`src/hdl/adcsq_pkg.sv`:
```
// Purpose: shared constants for the a/d channel sequencer
// Assumes: 32-bit apb, each register one word at byte address 4 * index
// Notes: indices are the register numbers, not byte addresses
package adcsq_pkg;

    // ==========================================================
    // register indices (byte address is four times the index)
    // ==========================================================
    localparam logic [15:0] ADCSQ_IDX_RES0 = 16'hf820;
    localparam logic [15:0] ADCSQ_IDX_CTRL = 16'hf840;
    localparam logic [15:0] ADCSQ_IDX_RUN = 16'hf841;
    localparam logic [15:0] ADCSQ_IDX_EN = 16'hf842;
    localparam logic [15:0] ADCSQ_IDX_TCH = 16'hf844;
    localparam logic [15:0] ADCSQ_IDX_TRG = 16'hf846;
    localparam logic [15:0] ADCSQ_IDX_CVT = 16'hf848;
    localparam int ADCSQ_AW = 20;

    // ==========================================================
    // field positions
    // ==========================================================
    localparam int ADCSQ_CTRL_LOOP = 0;
    localparam int ADCSQ_CTRL_CK = 1;
    localparam int ADCSQ_CTRL_TCM = 2;
    localparam int ADCSQ_RUN_BIT = 0;
    localparam int ADCSQ_TRG_MODE = 0;
    localparam int ADCSQ_TRG_SRC_LSB = 8;
    localparam int ADCSQ_TRG_SRC_W = 5;
    localparam int ADCSQ_CVT_MID_LSB = 8;
    localparam int ADCSQ_CVT_HIGH_LSB = 11;
    localparam int ADCSQ_RES_W = 12;

    // ==========================================================
    // reset values and writable masks
    // ==========================================================
    localparam logic [15:0] ADCSQ_RST_CTRL = 16'h0002;
    localparam logic [15:0] ADCSQ_RST_EN = 16'h0000;
    localparam logic [15:0] ADCSQ_RST_TCH = 16'h0000;
    localparam logic [15:0] ADCSQ_RST_TRG = 16'h0000;
    localparam logic [15:0] ADCSQ_RST_CVT = 16'hffff;
    localparam logic [15:0] ADCSQ_MASK_CTRL = 16'h0007;
    localparam logic [15:0] ADCSQ_MASK_TRG = 16'h1f01;

    typedef enum logic [1:0] {
        SQ_IDLE,
        SQ_ISSUE,
        SQ_WAIT,
        SQ_STALL
    } adcsq_state_e;

endpackage : adcsq_pkg

```
`src/hdl/adcsq_trig_sel.sv`:
```
// Purpose: pick the trigger source and turn its rising edge into a pulse
// Assumes: request inputs are synchronous to core_clk, taken unmasked
// Notes: prohibited source codes never produce a pulse
`timescale 1ns/100ps
module adcsq_trig_sel
    import adcsq_pkg::*;
(
    input wire logic core_clk,
    input wire logic sys_rst,
    input wire logic [4:0] src,
    input wire logic [7:0] timer_irq_requests,
    input wire logic [3:0] multitimer_trigger_outs,
    output logic trig_pulse
);
    logic src_valid;
    logic sel_level;
    logic sel_prev;

    // ==========================================================
    // source decode
    // ==========================================================
    always_comb begin
        src_valid = 1'b0;
        sel_level = 1'b0;
        if (src[4:3] == 2'b00) begin
            src_valid = 1'b1;
            sel_level = timer_irq_requests[src[2:0]];
        end else if (src[4:2] == 3'b100) begin
            src_valid = 1'b1;
            sel_level = multitimer_trigger_outs[src[1:0]];
        end
    end

    always_ff @(posedge core_clk) begin
        if (sys_rst) begin
            sel_prev <= 1'b0;
        end else begin
            sel_prev <= sel_level;
        end
    end

    assign trig_pulse = src_valid & sel_level & ~sel_prev;
endmodule : adcsq_trig_sel

```
`src/hdl/adcsq_next_chan.sv`:
```
// Purpose: find the lowest-numbered channel still pending
// Assumes: mask bit n set means channel n waits for conversion
// Notes: purely combinational
`timescale 1ns/100ps
module adcsq_next_chan #(
    parameter int NCH = 12
) (
    input wire logic [NCH-1:0] mask,
    output logic found,
    output logic [3:0] index
);
    if (NCH < 1 || NCH > 16) begin : g_bad_nch
        $error("channel count out of range");
    end

    always_comb begin
        found = 1'b0;
        index = 4'h0;
        for (int i = NCH - 1; i >= 0; i--) begin
            if (mask[i]) begin
                found = 1'b1;
                index = 4'(i);
            end
        end
    end

endmodule : adcsq_next_chan

```
`src/hdl/adcsq_seq.sv`:
```
// Purpose: apb register file and channel sequencer of the a/d converter
// Assumes: conv_done is a one-cycle pulse from the core after conv_start
// Notes: zero-wait apb, read data captured in the setup cycle
`timescale 1ns/100ps
module adcsq_seq
    import adcsq_pkg::*;
#(
    parameter int NCH = 12
) (
    input wire logic core_clk,
    input wire logic sys_rst,
    input wire logic psel,
    input wire logic penable,
    input wire logic pwrite,
    input wire logic [ADCSQ_AW-1:0] paddr,
    input wire logic [31:0] pwdata,
    output logic [31:0] prdata,
    output logic pready,
    output logic pslverr,
    input wire logic [7:0] timer_irq_requests,
    input wire logic [3:0] multitimer_trigger_outs,
    output logic conv_start,
    output logic [3:0] conv_channel,
    output logic conv_touch,
    output logic conv_clock_select,
    output logic [7:0] timing_field_low,
    output logic [2:0] timing_field_mid,
    output logic [4:0] timing_field_high,
    input wire logic conv_done,
    input wire logic [ADCSQ_RES_W-1:0] conv_result,
    output logic conversion_done_irq,
    output logic run_bit
);
    if (NCH < 1 || NCH > 16) begin : g_bad_nch
        $error("channel count out of range");
    end

    // ==========================================================
    // address decode
    // ==========================================================
    function automatic logic [16:0] adcsq_word_idx(
        input logic [ADCSQ_AW-1:0] a
    );
        adcsq_word_idx = {(a[1:0] == 2'b00) && (a[19:18] == 2'b00),
            a[17:2]};
    endfunction : adcsq_word_idx

    logic [16:0] acc_idx;
    logic wr;
    logic [15:0] ctrl_reg;
    logic [NCH-1:0] channel_enable;
    logic [NCH-1:0] touch_channel_select;
    logic [15:0] trigger_control;
    logic [15:0] conversion_timing;
    logic [ADCSQ_RES_W-1:0] result [NCH];
    logic err_q;
    logic [15:0] slot;

    assign acc_idx = adcsq_word_idx(paddr);
    assign slot = acc_idx[15:0] - ADCSQ_IDX_RES0;
    assign wr = psel & penable & pwrite;
    assign pready = 1'b1;
    assign pslverr = psel & penable & err_q;

    // ==========================================================
    // sequencer signals
    // ==========================================================
    adcsq_state_e state;
    logic [NCH-1:0] latched_mask;
    logic [NCH-1:0] rem;
    logic [NCH-1:0] eff_mask;
    logic touch_mode;
    logic loop_mode;
    logic trig_mode;
    logic touch_lat;
    logic trig_pulse;
    logic found;
    logic [3:0] next_idx;
    logic sw_run_wr;
    logic start;
    logic sw_stop;
    logic last_done;
    logic finish;

    assign touch_mode = ctrl_reg[ADCSQ_CTRL_TCM];
    assign loop_mode = ctrl_reg[ADCSQ_CTRL_LOOP];
    assign trig_mode = trigger_control[ADCSQ_TRG_MODE];
    assign conv_clock_select = ctrl_reg[ADCSQ_CTRL_CK];
    assign timing_field_low = conversion_timing[ADCSQ_CVT_MID_LSB-1:0];
    assign timing_field_mid =
        conversion_timing[ADCSQ_CVT_HIGH_LSB-1:ADCSQ_CVT_MID_LSB];
    assign timing_field_high = conversion_timing[15:ADCSQ_CVT_HIGH_LSB];

    // only matching enable, touch and global mode convert
    assign eff_mask = touch_mode ?
        (channel_enable & touch_channel_select) :
        (channel_enable & ~touch_channel_select);

    assign sw_run_wr = wr && acc_idx == {1'b1, ADCSQ_IDX_RUN}
        && !trig_mode;
    assign start = !run_bit && ((trig_mode && trig_pulse)
        || (sw_run_wr && pwdata[ADCSQ_RUN_BIT]));
    assign sw_stop = sw_run_wr && !pwdata[ADCSQ_RUN_BIT];
    assign last_done = state == SQ_WAIT && conv_done && rem == '0;
    // looping is never honoured in trigger mode
    assign finish = last_done && !(loop_mode && !trig_mode);

    adcsq_trig_sel u_trig (
        .core_clk(core_clk),
        .sys_rst(sys_rst),
        .src(trigger_control[ADCSQ_TRG_SRC_LSB+:ADCSQ_TRG_SRC_W]),
        .timer_irq_requests(timer_irq_requests),
        .multitimer_trigger_outs(multitimer_trigger_outs),
        .trig_pulse(trig_pulse)
    );

    adcsq_next_chan #(
        .NCH(NCH)
    ) u_next (
        .mask(rem),
        .found(found),
        .index(next_idx)
    );

    // ==========================================================
    // register writes
    // ==========================================================
    always_ff @(posedge core_clk) begin
        if (sys_rst) begin
            ctrl_reg <= ADCSQ_RST_CTRL;
            channel_enable <= ADCSQ_RST_EN[NCH-1:0];
            touch_channel_select <= ADCSQ_RST_TCH[NCH-1:0];
            trigger_control <= ADCSQ_RST_TRG;
            conversion_timing <= ADCSQ_RST_CVT;
        end else if (wr) begin
            case (acc_idx)
                {1'b1, ADCSQ_IDX_CTRL}: begin
                    ctrl_reg <= pwdata[15:0] & ADCSQ_MASK_CTRL;
                end
                {1'b1, ADCSQ_IDX_EN}: begin
                    channel_enable <= pwdata[NCH-1:0];
                end
                {1'b1, ADCSQ_IDX_TCH}: begin
                    touch_channel_select <= pwdata[NCH-1:0];
                end
                {1'b1, ADCSQ_IDX_TRG}: begin
                    trigger_control <= pwdata[15:0] & ADCSQ_MASK_TRG;
                end
                {1'b1, ADCSQ_IDX_CVT}: begin
                    conversion_timing <= pwdata[15:0];
                end
                default: begin
                end
            endcase
        end
    end

    // ==========================================================
    // read data and error, captured in the setup cycle
    // ==========================================================
    always_ff @(posedge core_clk) begin
        if (sys_rst) begin
            prdata <= 32'h0000_0000;
            err_q <= 1'b0;
        end else if (psel && !penable) begin
            prdata <= 32'h0000_0000;
            err_q <= 1'b0;
            if (!acc_idx[16]) begin
                err_q <= 1'b1;
            end else if (acc_idx[15:0] == ADCSQ_IDX_CTRL) begin
                prdata[15:0] <= ctrl_reg;
            end else if (acc_idx[15:0] == ADCSQ_IDX_RUN) begin
                prdata[ADCSQ_RUN_BIT] <= run_bit;
            end else if (acc_idx[15:0] == ADCSQ_IDX_EN) begin
                prdata[NCH-1:0] <= channel_enable;
            end else if (acc_idx[15:0] == ADCSQ_IDX_TCH) begin
                prdata[NCH-1:0] <= touch_channel_select;
            end else if (acc_idx[15:0] == ADCSQ_IDX_TRG) begin
                prdata[15:0] <= trigger_control;
            end else if (acc_idx[15:0] == ADCSQ_IDX_CVT) begin
                prdata[15:0] <= conversion_timing;
            end else if (acc_idx[15:0] >= ADCSQ_IDX_RES0 && !slot[0]
                && slot[15:1] < 15'(NCH)) begin
                prdata[ADCSQ_RES_W-1:0] <= result[slot[4:1]];
            end else begin
                err_q <= 1'b1;
            end
        end
    end

    // ==========================================================
    // run bit
    // ==========================================================
    always_ff @(posedge core_clk) begin
        if (sys_rst) begin
            run_bit <= 1'b0;
        end else if (start) begin
            run_bit <= 1'b1;
        end else if (finish || sw_stop) begin
            run_bit <= 1'b0;
        end
    end

    // ==========================================================
    // sequencer state machine
    // ==========================================================
    always_ff @(posedge core_clk) begin
        if (sys_rst) begin
            state <= SQ_IDLE;
            latched_mask <= '0;
            rem <= '0;
            touch_lat <= 1'b0;
        end else begin
            case (state)
                SQ_IDLE: begin
                    if (start) begin
                        latched_mask <= eff_mask;
                        rem <= eff_mask;
                        touch_lat <= touch_mode;
                        // empty selection parks with run still set
                        state <= (eff_mask != '0) ? SQ_ISSUE
                            : SQ_STALL;
                    end
                end
                SQ_ISSUE: begin
                    if (sw_stop || !found) begin
                        state <= SQ_IDLE;
                    end else begin
                        rem[next_idx] <= 1'b0;
                        state <= SQ_WAIT;
                    end
                end
                SQ_WAIT: begin
                    if (sw_stop) begin
                        state <= SQ_IDLE;
                    end else if (conv_done) begin
                        if (rem != '0) begin
                            state <= SQ_ISSUE;
                        end else if (finish) begin
                            state <= SQ_IDLE;
                        end else begin
                            rem <= latched_mask;
                            state <= SQ_ISSUE;
                        end
                    end
                end
                SQ_STALL: begin
                    if (sw_stop) begin
                        state <= SQ_IDLE;
                    end
                end
                default: begin
                    state <= SQ_IDLE;
                end
            endcase
        end
    end

    // ==========================================================
    // converter core strobes and completion pulse
    // ==========================================================
    always_ff @(posedge core_clk) begin
        if (sys_rst) begin
            conv_start <= 1'b0;
            conv_channel <= 4'h0;
            conv_touch <= 1'b0;
        end else begin
            conv_start <= state == SQ_ISSUE && found && !sw_stop;
            if (state == SQ_ISSUE && found) begin
                conv_channel <= next_idx;
                conv_touch <= touch_lat;
            end
        end
    end

    always_ff @(posedge core_clk) begin
        if (sys_rst) begin
            conversion_done_irq <= 1'b0;
        end else begin
            conversion_done_irq <= last_done && !sw_stop;
        end
    end

    // ==========================================================
    // result store
    // ==========================================================
    always_ff @(posedge core_clk) begin
        if (sys_rst) begin
            for (int i = 0; i < NCH; i++) begin
                result[i] <= '0;
            end
        end else if (state == SQ_WAIT && conv_done) begin
            result[conv_channel] <= conv_result;
        end
    end
endmodule : adcsq_seq

```
`config.mk`:
```
export PLATFORM = sky130hd
export DESIGN_NAME = adcsq_seq
export DESIGN_NICKNAME = d
export VERILOG_FILES = /design/src/hdl/adcsq_pkg.sv /design/src/hdl/adcsq_trig_sel.sv /design/src/hdl/adcsq_next_chan.sv /design/src/hdl/adcsq_seq.sv
export SDC_FILE = /design/constraint.sdc
export NUM_CORES = 1
export LEC_CHECK = 0
export BUFFER_PORTS_ARGS = -buffer_cell sky130_fd_sc_hd__buf_2
export CORE_UTILIZATION = 60
export CTS_CLUSTER_SIZE = 25
export DETAILED_ROUTE_END_ITERATION = 12
export PLACE_DENSITY_LB_ADDON = 0.05
export SYNTH_ARGS = -nofsm -noshare
export SYNTH_HDL_FRONTEND = slang
export SYNTH_HIERARCHICAL = 1
export SYNTH_SLANG_ARGS = --single-unit
```
`constraint.sdc`:
```
create_clock -name core_clk -period 3.7 [get_ports core_clk]
set_input_delay 0.74 -clock core_clk [delete_from_list [all_inputs] [get_ports core_clk]]
set_output_delay 0.74 -clock core_clk [all_outputs]
set_load 0.05 [all_outputs]
```
==> Flow_metrics.wiki, run 1 <==
{| class="wikitable"
! Metric !! Value
|-
| Antenna violation net count after detailed routing || 0
|-
| Element type at the critical path start || register
|-
| Placement Setup Slack || 0.4661 ns
|-
| Data required time at the worst endpoint || 4.17 ns
|-
| Synthesized flop and latch total || 294
|-
| Max reg flops || 192
|-
| Biggest area consumer among synthesized cells || edfxtp_1
|-
| Residual overflow from global routing || 0
|-
| Crit Path Class || register to register
|-
| Headroom to the max-slew limit || 16.79%
|-
| Max Slew Vio Count || 0
|-
| Run status || complete, no violations
|-
| Hold violation count in the final report || 0
|-
| Register containing the most flip-flops in the final layout || result
|-
| Ports || 141
|-
| Pin count of the biggest net entering global routing || 52
|-
| Synthesized instance count || 1266
|-
| Clock-pin slew reported for the worst setup and hold paths after clock tree synthesis || 0.06 ns
|-
| Clock Path Buffers || 3
|-
| Worst IR drop on VDD || 513.6 uV
|-
| First-pass GRT wire length || 56880 um
|-
| Kind of path behind the tightest hold check || primary input to register
|-
| Clock sink count || 294
|-
| Async set-reset flop share out of synthesis || 0%
|-
| Number of flops mapped to enable cells by yosys || 192
|-
| Net count, final || 1446
|-
| Final routed wire length divided by cell count || 22.33 um
|-
| Final worst clock skew || 0.01594 ns
|-
| Cell variety after synth || 75
|-
| Core occupancy in the finished layout || 69.03%
|-
| Remaining DRCs || 0
|-
| Fmax || 366.2 MHz
|-
| Number of levels the H-tree was split into || 1
|-
| Total Neg Setup Slack || 0 ns
|-
| Count of antenna diodes in the layout || 0
|-
| Clk Latency, worst-skew pair || 0.59 ns
|-
| Crit share post-route || 73.80%
|-
| Biggest registers after layout || result (192), conversion_timing (16), prdata (16)
|-
| Effective utilization at floorplan || 61.17%
|-
| Time the worst path needs with I/O delays and setup || 2.730 ns
|-
| Via count of the first global-routing pass || 9865
|-
| Most used standard cells in the synthesized netlist || edfxtp_1, and2_1, nand2_1
|-
| Clk Tree Root Cell || clkbuf_16
|-
| Die area || 0.02448 mm2
|-
| Setup slack after layout || 0.9696 ns
|-
| Main area contributors after synthesis || edfxtp_1, dfxtp_1, mux4_2
|-
| Routability Congestion || 0.9233
|-
| Number of buffers created by CTS || 31
|-
| Fraction of final layout cells with drive strength greater than 1 || 20.69%
|-
| Arrival @ worst endpoint || 3.20 ns
|-
| Power per cell area || 525.8 mW/mm2
|-
| Count leader, synth || edfxtp_1
|-
| Unrepaired setup endpoints after global routing || no
|-
| Portion of synthesized cell area occupied by the leading cell type || 40.27%
|-
| Detailed router's first-iteration violation count || 1002
|-
| Commonest register cell after synthesis || edfxtp_1
|-
| Number of warnings issued by yosys || 6
|-
| Actual transition at the worst max-transition pin || 1.231 ns
|-
| Netlist area before placement || 0.01432 mm2
|-
| Endpoints failing setup || 0
|-
| # rows || 56
|-
| Total half-perimeter wirelength after legalization and detailed placement || 25680 um
|-
| Post-synthesis sequential area ratio || 54.54%
|-
| Post-Syn Area per Cell || 11.31 um2
|-
| # hold bufs at CTS || 0
|-
| Chip height || 156.5 um
|-
| Clock tree from TritonCTS || built
|-
| Antenna violations before repair || 0
|-
| Count of max-cap constraint violations || 0
|-
| Static leakage || 0.006060 uW
|-
| Overall Global Routing Usage || 31.37%
|-
| First-pass DRT Iterations || 6
|-
| Crit. End Element || register
|-
| Sum of routed wire length over all layers || 37980 um
|-
| Layout Area Growth over Synthesis || 12.85%
|-
| Core footprint || 0.02340 mm2
|-
| Count of instances resized after the clock tree is built || 0
|-
| Port buffer count || 107
|-
| Vias per cell || 6.118
|-
| Count of vias placed by the detailed router || 10410
|-
| Die width || 156.5 um
|-
| Number of setup buffers added after CTS || 0
|-
| Maximum fanout count along the critical path || 13
|}
stage by stage:
step	cell area (um2)	hold WS (ns)	std cells	total power, uW
3_3_place_gp	15190	0.4468	1644	5519
2_1_floorplan	14370	0.4401	1281	5087
4_1_cts	16160	0.3683	1701	8481
6_report	16160	0.3733	1701	8494
3_5_place_dp	15190	0.4448	1644	5537
5_1_grt	16160	0.3894	1701	8782
layout make-up:
class | instances | area (um2)
inverter | 28 | 105.1
clock inverter | 13 | 111.4
tap | 319 | 399.1
fill | 1815 | 7247
clock buffer | 44 | 854.6
multi-input combinational | 848 | 5967
timing repair buffer | 155 | 910.9
sequential | 294 | 7807
critical path, stage by stage, from the launching register on:
cell and delay [ns]:
dfxtp_1 0.39, nor4_2 0.40, nand2_1 0.08, nor2_1 0.61
or4b_2 0.63, a32oi_1 0.21, nand2_1 0.07, o211ai_1 0.12
mux2i_1 0.09
final timing paths:
check	slack [ns]	to	cells past startpoint	startpoint
worst max-delay path	0.97	rem[8]$_SDFFE_PP0P_	8	rem[6]$_SDFFE_PP0P_
worst min-delay path	0.37	conversion_timing[14]$_SDFFE_PP1P_	3	pwdata[14]
worst max register to register	0.97	rem[8]$_SDFFE_PP0P_	8	rem[6]$_SDFFE_PP0P_
worst min register to register	0.45	prdata[15]$_SDFFE_PP0P_	2	prdata[15]$_SDFFE_PP0P_
power by group:
part	leakage, uW	switching [uW]	internal (uW)
Sequential	0.00274	133	3630
Combinational	0.00285	1110	642
Clock	0.000468	1300	1680
Total	0.00606	2550	5950
layout by cell type (no fill, tap or decap), types with 31 or more instances in the layout:
master	netlist	layout
a21oi_1	65	65
and2_1	148	148
buf_2	8	106
buf_4	17	48
clkbuf_16	0	31
dfxtp_1	102	102
edfxtp_1	192	192
mux2i_1	35	35
mux4_2	49	49
nand2_1	148	148
nand3_1	48	48
nor2_1	59	59
metal layers:
| metal | vias up | GRT usage (%) | wire length [um] |
|---|---|---|---|
| met5 | - | 0 | 0 |
| li1 | 4809 | - | - |
| met1 | 5093 | 39.21 | 14840 |
| met2 | 400 | 53.93 | 18920 |
| met3 | 105 | 4.099 | 2258 |
| met4 | 0 | 15.41 | 1958 |
cells by family after synthesis:
kind of cell,after synthesis,share of synthesized area [%]
flip-flops,294,54.54
XOR/XNOR,13,0.7953
adder cells (fa/ha/maj),6,0.5244
multiplexers,103,11.78
buffers and inverters,139,4.212
AO/OA/AOI/OAI,197,8.950
other,2,0.05246
AND/OR/NAND/NOR,512,19.15
Note: power is estimated with default switching activity, not from simulation.
==> run 2, diff against run 1 <==
Clock period 3.7 ns to 2.8 ns, I/O delays scaled along.
==> run 2 against run 1 <==
Worst setup slack worse by 0.72 ns; sequential share of layout area is 1.0 points lower; register-to-register slack worse by 0.72 ns; largest cell class unchanged; total power is 35% higher; die area stayed put; maximum frequency is 7.2% higher; combinational power is 43% higher.
==> Flow_metrics.wiki, run 2 (same netlist as run 1, synthesis figures left out) <==
{| class="wikitable"
! Metric !! Value
|-
| Run status || complete, no violations
|-
| Sum of routed wire length over all layers || 38160 um
|-
| Endpoints failing setup || 0
|-
| Vias per cell || 6.071
|-
| Internal Dissipation || 8115 uW
|-
| Port buffer count || 107
|-
| Cells along the critical path || nor3_1 -> o21ai_1 -> o21ai_1 -> o31a_1 -> or4b_2 -> a32oi_1 -> nand2_1 -> o211ai_1 -> mux2i_1
|-
| Crit Reg-Reg Startpoint || rem[6]$_SDFFE_PP0P_
|-
| Crit share post-route || 91.00%
|-
| Overall Global Routing Usage || 31.72%
|-
| Clock share of power || 35.0%
|-
| # rows || 56
|-
| Clk Latency, worst-skew pair || 0.57 ns
|-
| CP max-delay cell || or4b_2
|-
| Worst Hold Slack || 0.2046 ns
|-
| Clock-pin slew reported for the worst setup and hold paths after clock tree synthesis || 0.06 ns
|-
| Element type at the critical path start || register
|-
| Crit Path Class || register to register
|-
| Count of antenna diodes in the layout || 0
|-
| Kind of path behind the tightest hold check || primary input to register
|-
| Residual overflow from global routing || 0
|-
| Switching power || 3367 uW
|-
| Fmax || 392.5 MHz
|-
| Core footprint || 0.02340 mm2
|-
| Count of max-cap constraint violations || 0
|-
| Ports || 141
|-
| Static leakage || 0.006291 uW
|-
| Sequential cell area || 0.007807 mm2
|-
| Reg-to-reg slack, setup || 0.25 ns
|-
| Number of levels the H-tree was split into || 1
|-
| Final routed wire length divided by cell count || 21.94 um
|-
| Via count of the first global-routing pass || 10300
|-
| Gate power share || 21.7%
|-
| Fraction of final layout cells with drive strength greater than 1 || 22.89%
|-
| Max Slew Vio Count || 0
|-
| Hold wc startpoint || pwdata[13]
|-
| Maximum fanout count along the critical path || 13
|-
| First-pass DRT Iterations || 5
|-
| Sequential share of power || 43.3%
|-
| Actual transition at the worst max-transition pin || 0.7790 ns
|-
| Total half-perimeter wirelength after legalization and detailed placement || 26730 um
|-
| Number of cells on the worst hold path || 3
|-
| Die area || 0.02448 mm2
|-
| # hold bufs at CTS || 0
|-
| Effective utilization at floorplan || 61.17%
|-
| Detailed-routed wire length on met3 || 2662 um
|-
| Net switching fraction of the power || 29.33%
|-
| Hold violation count in the final report || 0
|-
| Register containing the most flip-flops in the final layout || result
|-
| Pin count of the biggest net entering global routing || 55
|-
| Layout fillers || 1775
|-
| Layout Area Growth over Synthesis || 15.30%
|-
| Clk Tree Root Cell || clkbuf_16
|-
| Area of the multi-input gates || 0.005967 mm2
|-
| M1 WL || 14630 um
|-
| Routed wire length on met2 || 19070 um
|-
| Arrival @ worst endpoint || 3.00 ns
|-
| Unrepaired setup endpoints after global routing || no
|-
| Detailed router's first-iteration violation count || 992
|-
| Headroom to the max-slew limit || 48.07%
|-
| Worst IR drop on VDD || 604.4 uV
|-
| Endpoint of the worst hold path || conversion_timing[13]$_SDFFE_PP1P_
|-
| Biggest registers after layout || result (192), conversion_timing (16), prdata (16)
|-
| Leading cell type in the layout, fill and taps excluded || edfxtp_1
|-
| Number of setup buffers added after CTS || 0
|-
| Max reg flops || 192
|-
| Count of instances resized after the clock tree is built || 0
|-
| First-pass GRT wire length || 57620 um
|-
| Highest signal layer in the routed design || met4
|-
| Count of vias placed by the detailed router || 10560
|-
| Die width || 156.5 um
|-
| Clock Path Buffers || 3
|-
| Total Neg Setup Slack || 0 ns
|-
| Crit. End Element || register
|-
| Clock sink count || 294
|-
| RR Endpoint || rem[4]$_SDFFE_PP0P_
|-
| Routability Congestion || 0.9166
|-
| Worst path most repeated cell || o21ai_1
|-
| Antenna violation net count after detailed routing || 0
|-
| FF-to-FF path depth || 9
|-
| Antenna violations before repair || 0
|-
| Delay of the slowest cell on the worst path || 0.70 ns
|-
| Power per cell area || 695.6 mW/mm2
|-
| Final worst clock skew || 0.008997 ns
|-
| Most frequent cells in the layout || edfxtp_1, nand2_1, and2_1
|-
| Time the worst path needs with I/O delays and setup || 2.548 ns
|-
| Number of buffers created by CTS || 31
|-
| Clock tree from TritonCTS || built
|-
| Data required time at the worst endpoint || 3.25 ns
|-
| Net count, final || 1485
|-
| Chip height || 156.5 um
|-
| Remaining DRCs || 0
|}
## run 2: changes by cell type in the layout (fill, tap and decap cells not counted)
cell | before | now
bufinv_16 | 1 | 2
clkbuf_4 | 0 | 1
clkbuf_8 | 3 | 5
inv_8 | 1 | 0
clkinv_2 | 4 | 2
buf_4 | 48 | 85
clkinvlp_4 | 2 | 0
clkinv_4 | 0 | 1
clkbuf_1 | 10 | 9
buf_12 | 1 | 3
## run 2: power by group through the flow
| stage | Clock, uW | Sequential (uW) | Combinational, uW |
|---|---|---|---|
| 2_1_floorplan | 0 | 5050 | 1670 |
| 3_3_place_gp | 0 | 5050 | 2400 |
| 3_5_place_dp | 0 | 5050 | 2460 |
| 4_1_cts | 4060 | 4960 | 2470 |
| 5_1_grt | 4230 | 4990 | 2680 |
| 6_report | 4020 | 4970 | 2500 |
## run 2: metrics by stage
step | instance area [um2] | cells | util (%) | power [uW] | setup slack [ns]
5_1_grt | 16510 | 1739 | 70.54 | 11900 | 0.1269
3_5_place_dp | 15510 | 1683 | 66.26 | 7511 | 0.04317
2_1_floorplan | 14370 | 1281 | - | 6722 | 0.09095
3_3_place_gp | 15510 | 1683 | 66.26 | 7450 | 0.06557
4_1_cts | 16510 | 1739 | 70.54 | 11490 | 0.2679
6_report | 16510 | 1739 | 70.54 | 11480 | 0.2520
## run 2: area by class of cell
type | count | area share [%]
multi-input cells | 848 | 36.15
repair buffers | 194 | 7.443
clock buffers | 46 | 5.366
flip-flops and latches | 294 | 47.30
clock inverters | 10 | 0.6898
inverters | 28 | 0.6367
well taps | 319 | 2.418
## run 2: worst max-delay path: cells and delay by family (launching register included)
| kind | cells | cell delay [ns] |
|---|---|---|
| and+or+nand+nor | 3 | 0.88 |
| muxes | 1 | 0.09 |
| AOI/OAI and AO/OA | 5 | 0.96 |
| DFF | 1 | 0.50 |
## run 2: routing by layer
layer  track usage [%]  up-vias
li1                  -     4880
met1             39.31     5115
met2             55.14      456
met3             4.514      107
met4             14.43        0
met5                 0        -
## run 2: how the worst max path moves through the flow
stage | start | slack [ns] | to
4_1_cts | rem[6]$_SDFFE_PP0P_ | 0.27 | rem[4]$_SDFFE_PP0P_
2_1_floorplan | sys_rst | 0.09 | result[4][0]$_SDFFCE_PN0P_
6_report | rem[6]$_SDFFE_PP0P_ | 0.25 | rem[4]$_SDFFE_PP0P_
3_5_place_dp | paddr[4] | 0.04 | trigger_control[12]$_SDFFE_PP0P_
3_3_place_gp | paddr[4] | 0.07 | trigger_control[12]$_SDFFE_PP0P_
5_1_grt | rem[6]$_SDFFE_PP0P_ | 0.13 | rem[2]$_SDFFE_PP0P_
==> run 3, diff against run 2 <==
Settings changed: CORE_UTILIZATION 60 to 40.
==> run 3 against run 2 <==
Combinational power hardly changed; non-clock buffer count is the same; via count down 2.2%; clock power up 17%; count of clock-buffer cells in the layout up 7; maximum frequency decreased by 2.4%; utilization down 22 points; sequential cell count did not move; final area increased by 2.5%; first-iteration DRC count fell by 21%; critical endpoint is now state[0]$_SDFFE_PP0P_; largest power group unchanged; highest routed layer unchanged.
==> Flow_metrics.wiki, run 3 (same netlist as run 1, synthesis figures left out) <==
{| class="wikitable"
! Metric !! Value
|-
| Run status || complete, no violations
|-
| Clock tree from TritonCTS || built
|-
| Layout fillers || 3213
|-
| Clock sink count || 294
|-
| Element type at the critical path start || register
|-
| Placement Cell Area || 0.01573 mm2
|-
| Pin count of the biggest net entering global routing || 45
|-
| Worst IR drop on VDD || 670.1 uV
|-
| Time the worst path needs with I/O delays and setup || 2.612 ns
|-
| Total half-perimeter wirelength after legalization and detailed placement || 30290 um
|-
| Count of antenna diodes in the layout || 0
|-
| Data required time at the worst endpoint || 3.21 ns
|-
| Vias per cell || 5.489
|-
| Crit. End Element || register
|-
| Count of vias placed by the detailed router || 10330
|-
| Clock-pin slew reported for the worst setup and hold paths after clock tree synthesis || 0.06 ns
|-
| Port buffer count || 107
|-
| Remaining DRCs || 0
|-
| Clock Path Buffers || 3
|-
| Cell area after layout || 0.01691 mm2
|-
| Crit Path Class || register to register
|-
| Max reg flops || 192
|-
| Chip height || 191.2 um
|-
| Static leakage || 0.006390 uW
|-
| Die width || 191.2 um
|-
| Setup slack after layout || 0.1883 ns
|-
| Headroom to the max-slew limit || 49.61%
|-
| Antenna violations before repair || 0
|-
| Number of setup buffers added after CTS || 0
|-
| Kind of path behind the tightest hold check || primary input to register
|-
| Number of buffers created by CTS || 35
|-
| Sum of routed wire length over all layers || 42890 um
|-
| Core footprint || 0.03488 mm2
|-
| Routability Congestion || 0.8945
|-
| Endpoints failing setup || 0
|-
| Leading cell type in the layout, fill and taps excluded || edfxtp_1
|-
| Detailed router's first-iteration violation count || 781
|-
| First-pass GRT wire length || 63450 um
|-
| Overall Global Routing Usage || 23.71%
|-
| Number of levels the H-tree was split into || 2
|-
| First-pass DRT Iterations || 5
|-
| Arrival @ worst endpoint || 3.02 ns
|-
| Placement Setup Slack || -0.05494 ns
|-
| Residual overflow from global routing || 0
|-
| Overall power after layout || 12190 uW
|-
| # rows || 68
|-
| Most frequent cells in the layout || edfxtp_1, nand2_1, and2_1
|-
| Worst Hold Slack || 0.2453 ns
|-
| Final routed wire length divided by cell count || 22.79 um
|-
| Total Neg Setup Slack || 0 ns
|-
| Final worst clock skew || 0.01342 ns
|-
| Fmax || 382.9 MHz
|-
| Biggest registers after layout || result (192), conversion_timing (16), prdata (16)
|-
| Maximum fanout count along the critical path || 7
|-
| Ports || 141
|-
| Hold violation count in the final report || 0
|-
| Fraction of final layout cells with drive strength greater than 1 || 23.34%
|-
| Die area || 0.03655 mm2
|-
| Clk Latency, worst-skew pair || 0.53 ns
|-
| Crit share post-route || 93.28%
|-
| Antenna violation net count after detailed routing || 0
|-
| Clk Tree Root Cell || clkbuf_16
|-
| Actual transition at the worst max-transition pin || 0.7559 ns
|-
| Power per cell area || 720.6 mW/mm2
|-
| Effective utilization at floorplan || 41.04%
|-
| Count of max-cap constraint violations || 0
|-
| Via count of the first global-routing pass || 10050
|-
| Max Slew Vio Count || 0
|-
| Register containing the most flip-flops in the final layout || result
|-
| Unrepaired setup endpoints after global routing || no
|-
| Layout Area Growth over Synthesis || 18.14%
|-
| Net count, final || 1489
|-
| # hold bufs at CTS || 0
|}
==> run 3: cell types whose count changed in the layout (fill, tap and decap cells not counted), sizes merged <==
cell,before,now
bufinv,2,4
clkinv,8,5
clkbuf,46,53
clkinvlp,0,1
==> run 3: worst paths after layout <==
kind              cells past startpoint                            start  slack [ns]                                  to
setup reg to reg                      8  trigger_control[9]$_SDFFE_PP0P_        0.19               state[0]$_SDFFE_PP0P_
setup / recovery                      8  trigger_control[9]$_SDFFE_PP0P_        0.19               state[0]$_SDFFE_PP0P_
hold reg to reg                       2          conv_touch$_SDFFE_PP0P_        0.45             conv_touch$_SDFFE_PP0P_
hold / removal                        3                       pwdata[15]        0.25  conversion_timing[15]$_SDFFE_PP1P_
==> run 3: layout make-up <==
cell class / instances / area, um2 / area share [%]
Sequential cell: 294 / 7807 / 46.16
Multi-Input combinational cell: 848 / 5971 / 35.30
Timing Repair Buffer: 194 / 1279 / 7.561
Clock buffer: 53 / 1015 / 6.000
Tap cell: 455 / 569.3 / 3.366
Clock inverter: 10 / 166.4 / 0.9839
Inverter: 28 / 105.1 / 0.6214
==> run 3: where the power goes <==
| group | switching [uW] | total [uW] | internal, uW |
|---|---|---|---|
| clock network | 1820 | 4700 | 2880 |
| logic | 1550 | 2520 | 968 |
| registers | 181 | 4970 | 4790 |
==> run 3: repair_timing <==
action / 4_1_cts / 5_1_grt
resized for setup: 1 / 0
endpoints found under the setup margin: 1 / 0
endpoints found under the hold margin: 0 / 0
==> run 3: per-layer routing <==
layer  up-vias  global-route usage (%)  routed length (um)
met5         -                       0                   0
met4         0                   10.07                1682
met3        73                   2.974                1625
met2       258                   39.88               21090
met1      5104                   30.72               18490
li1       4895                       -                   -
==> run 3: metrics by stage <==
| stage | util (%) | std cells |
|---|---|---|
| 2_1_floorplan | - | 1281 |
| 3_3_place_gp | 45.09 | 1819 |
| 3_5_place_dp | 45.09 | 1819 |
| 4_1_cts | 48.48 | 1882 |
| 5_1_grt | 48.48 | 1882 |
| 6_report | 48.48 | 1882 |
==> run 3: worst max-delay path, stage by stage, from the launching register on <==
cell and delay [ns]:
dfxtp_1 0.51, mux2_2 0.22, o22ai_1 0.09, o31ai_1 0.66, nand3b_1 0.23, a21oi_1 0.19
o2111ai_1 0.17, o2bb2ai_1 0.18, o221a_2 0.24
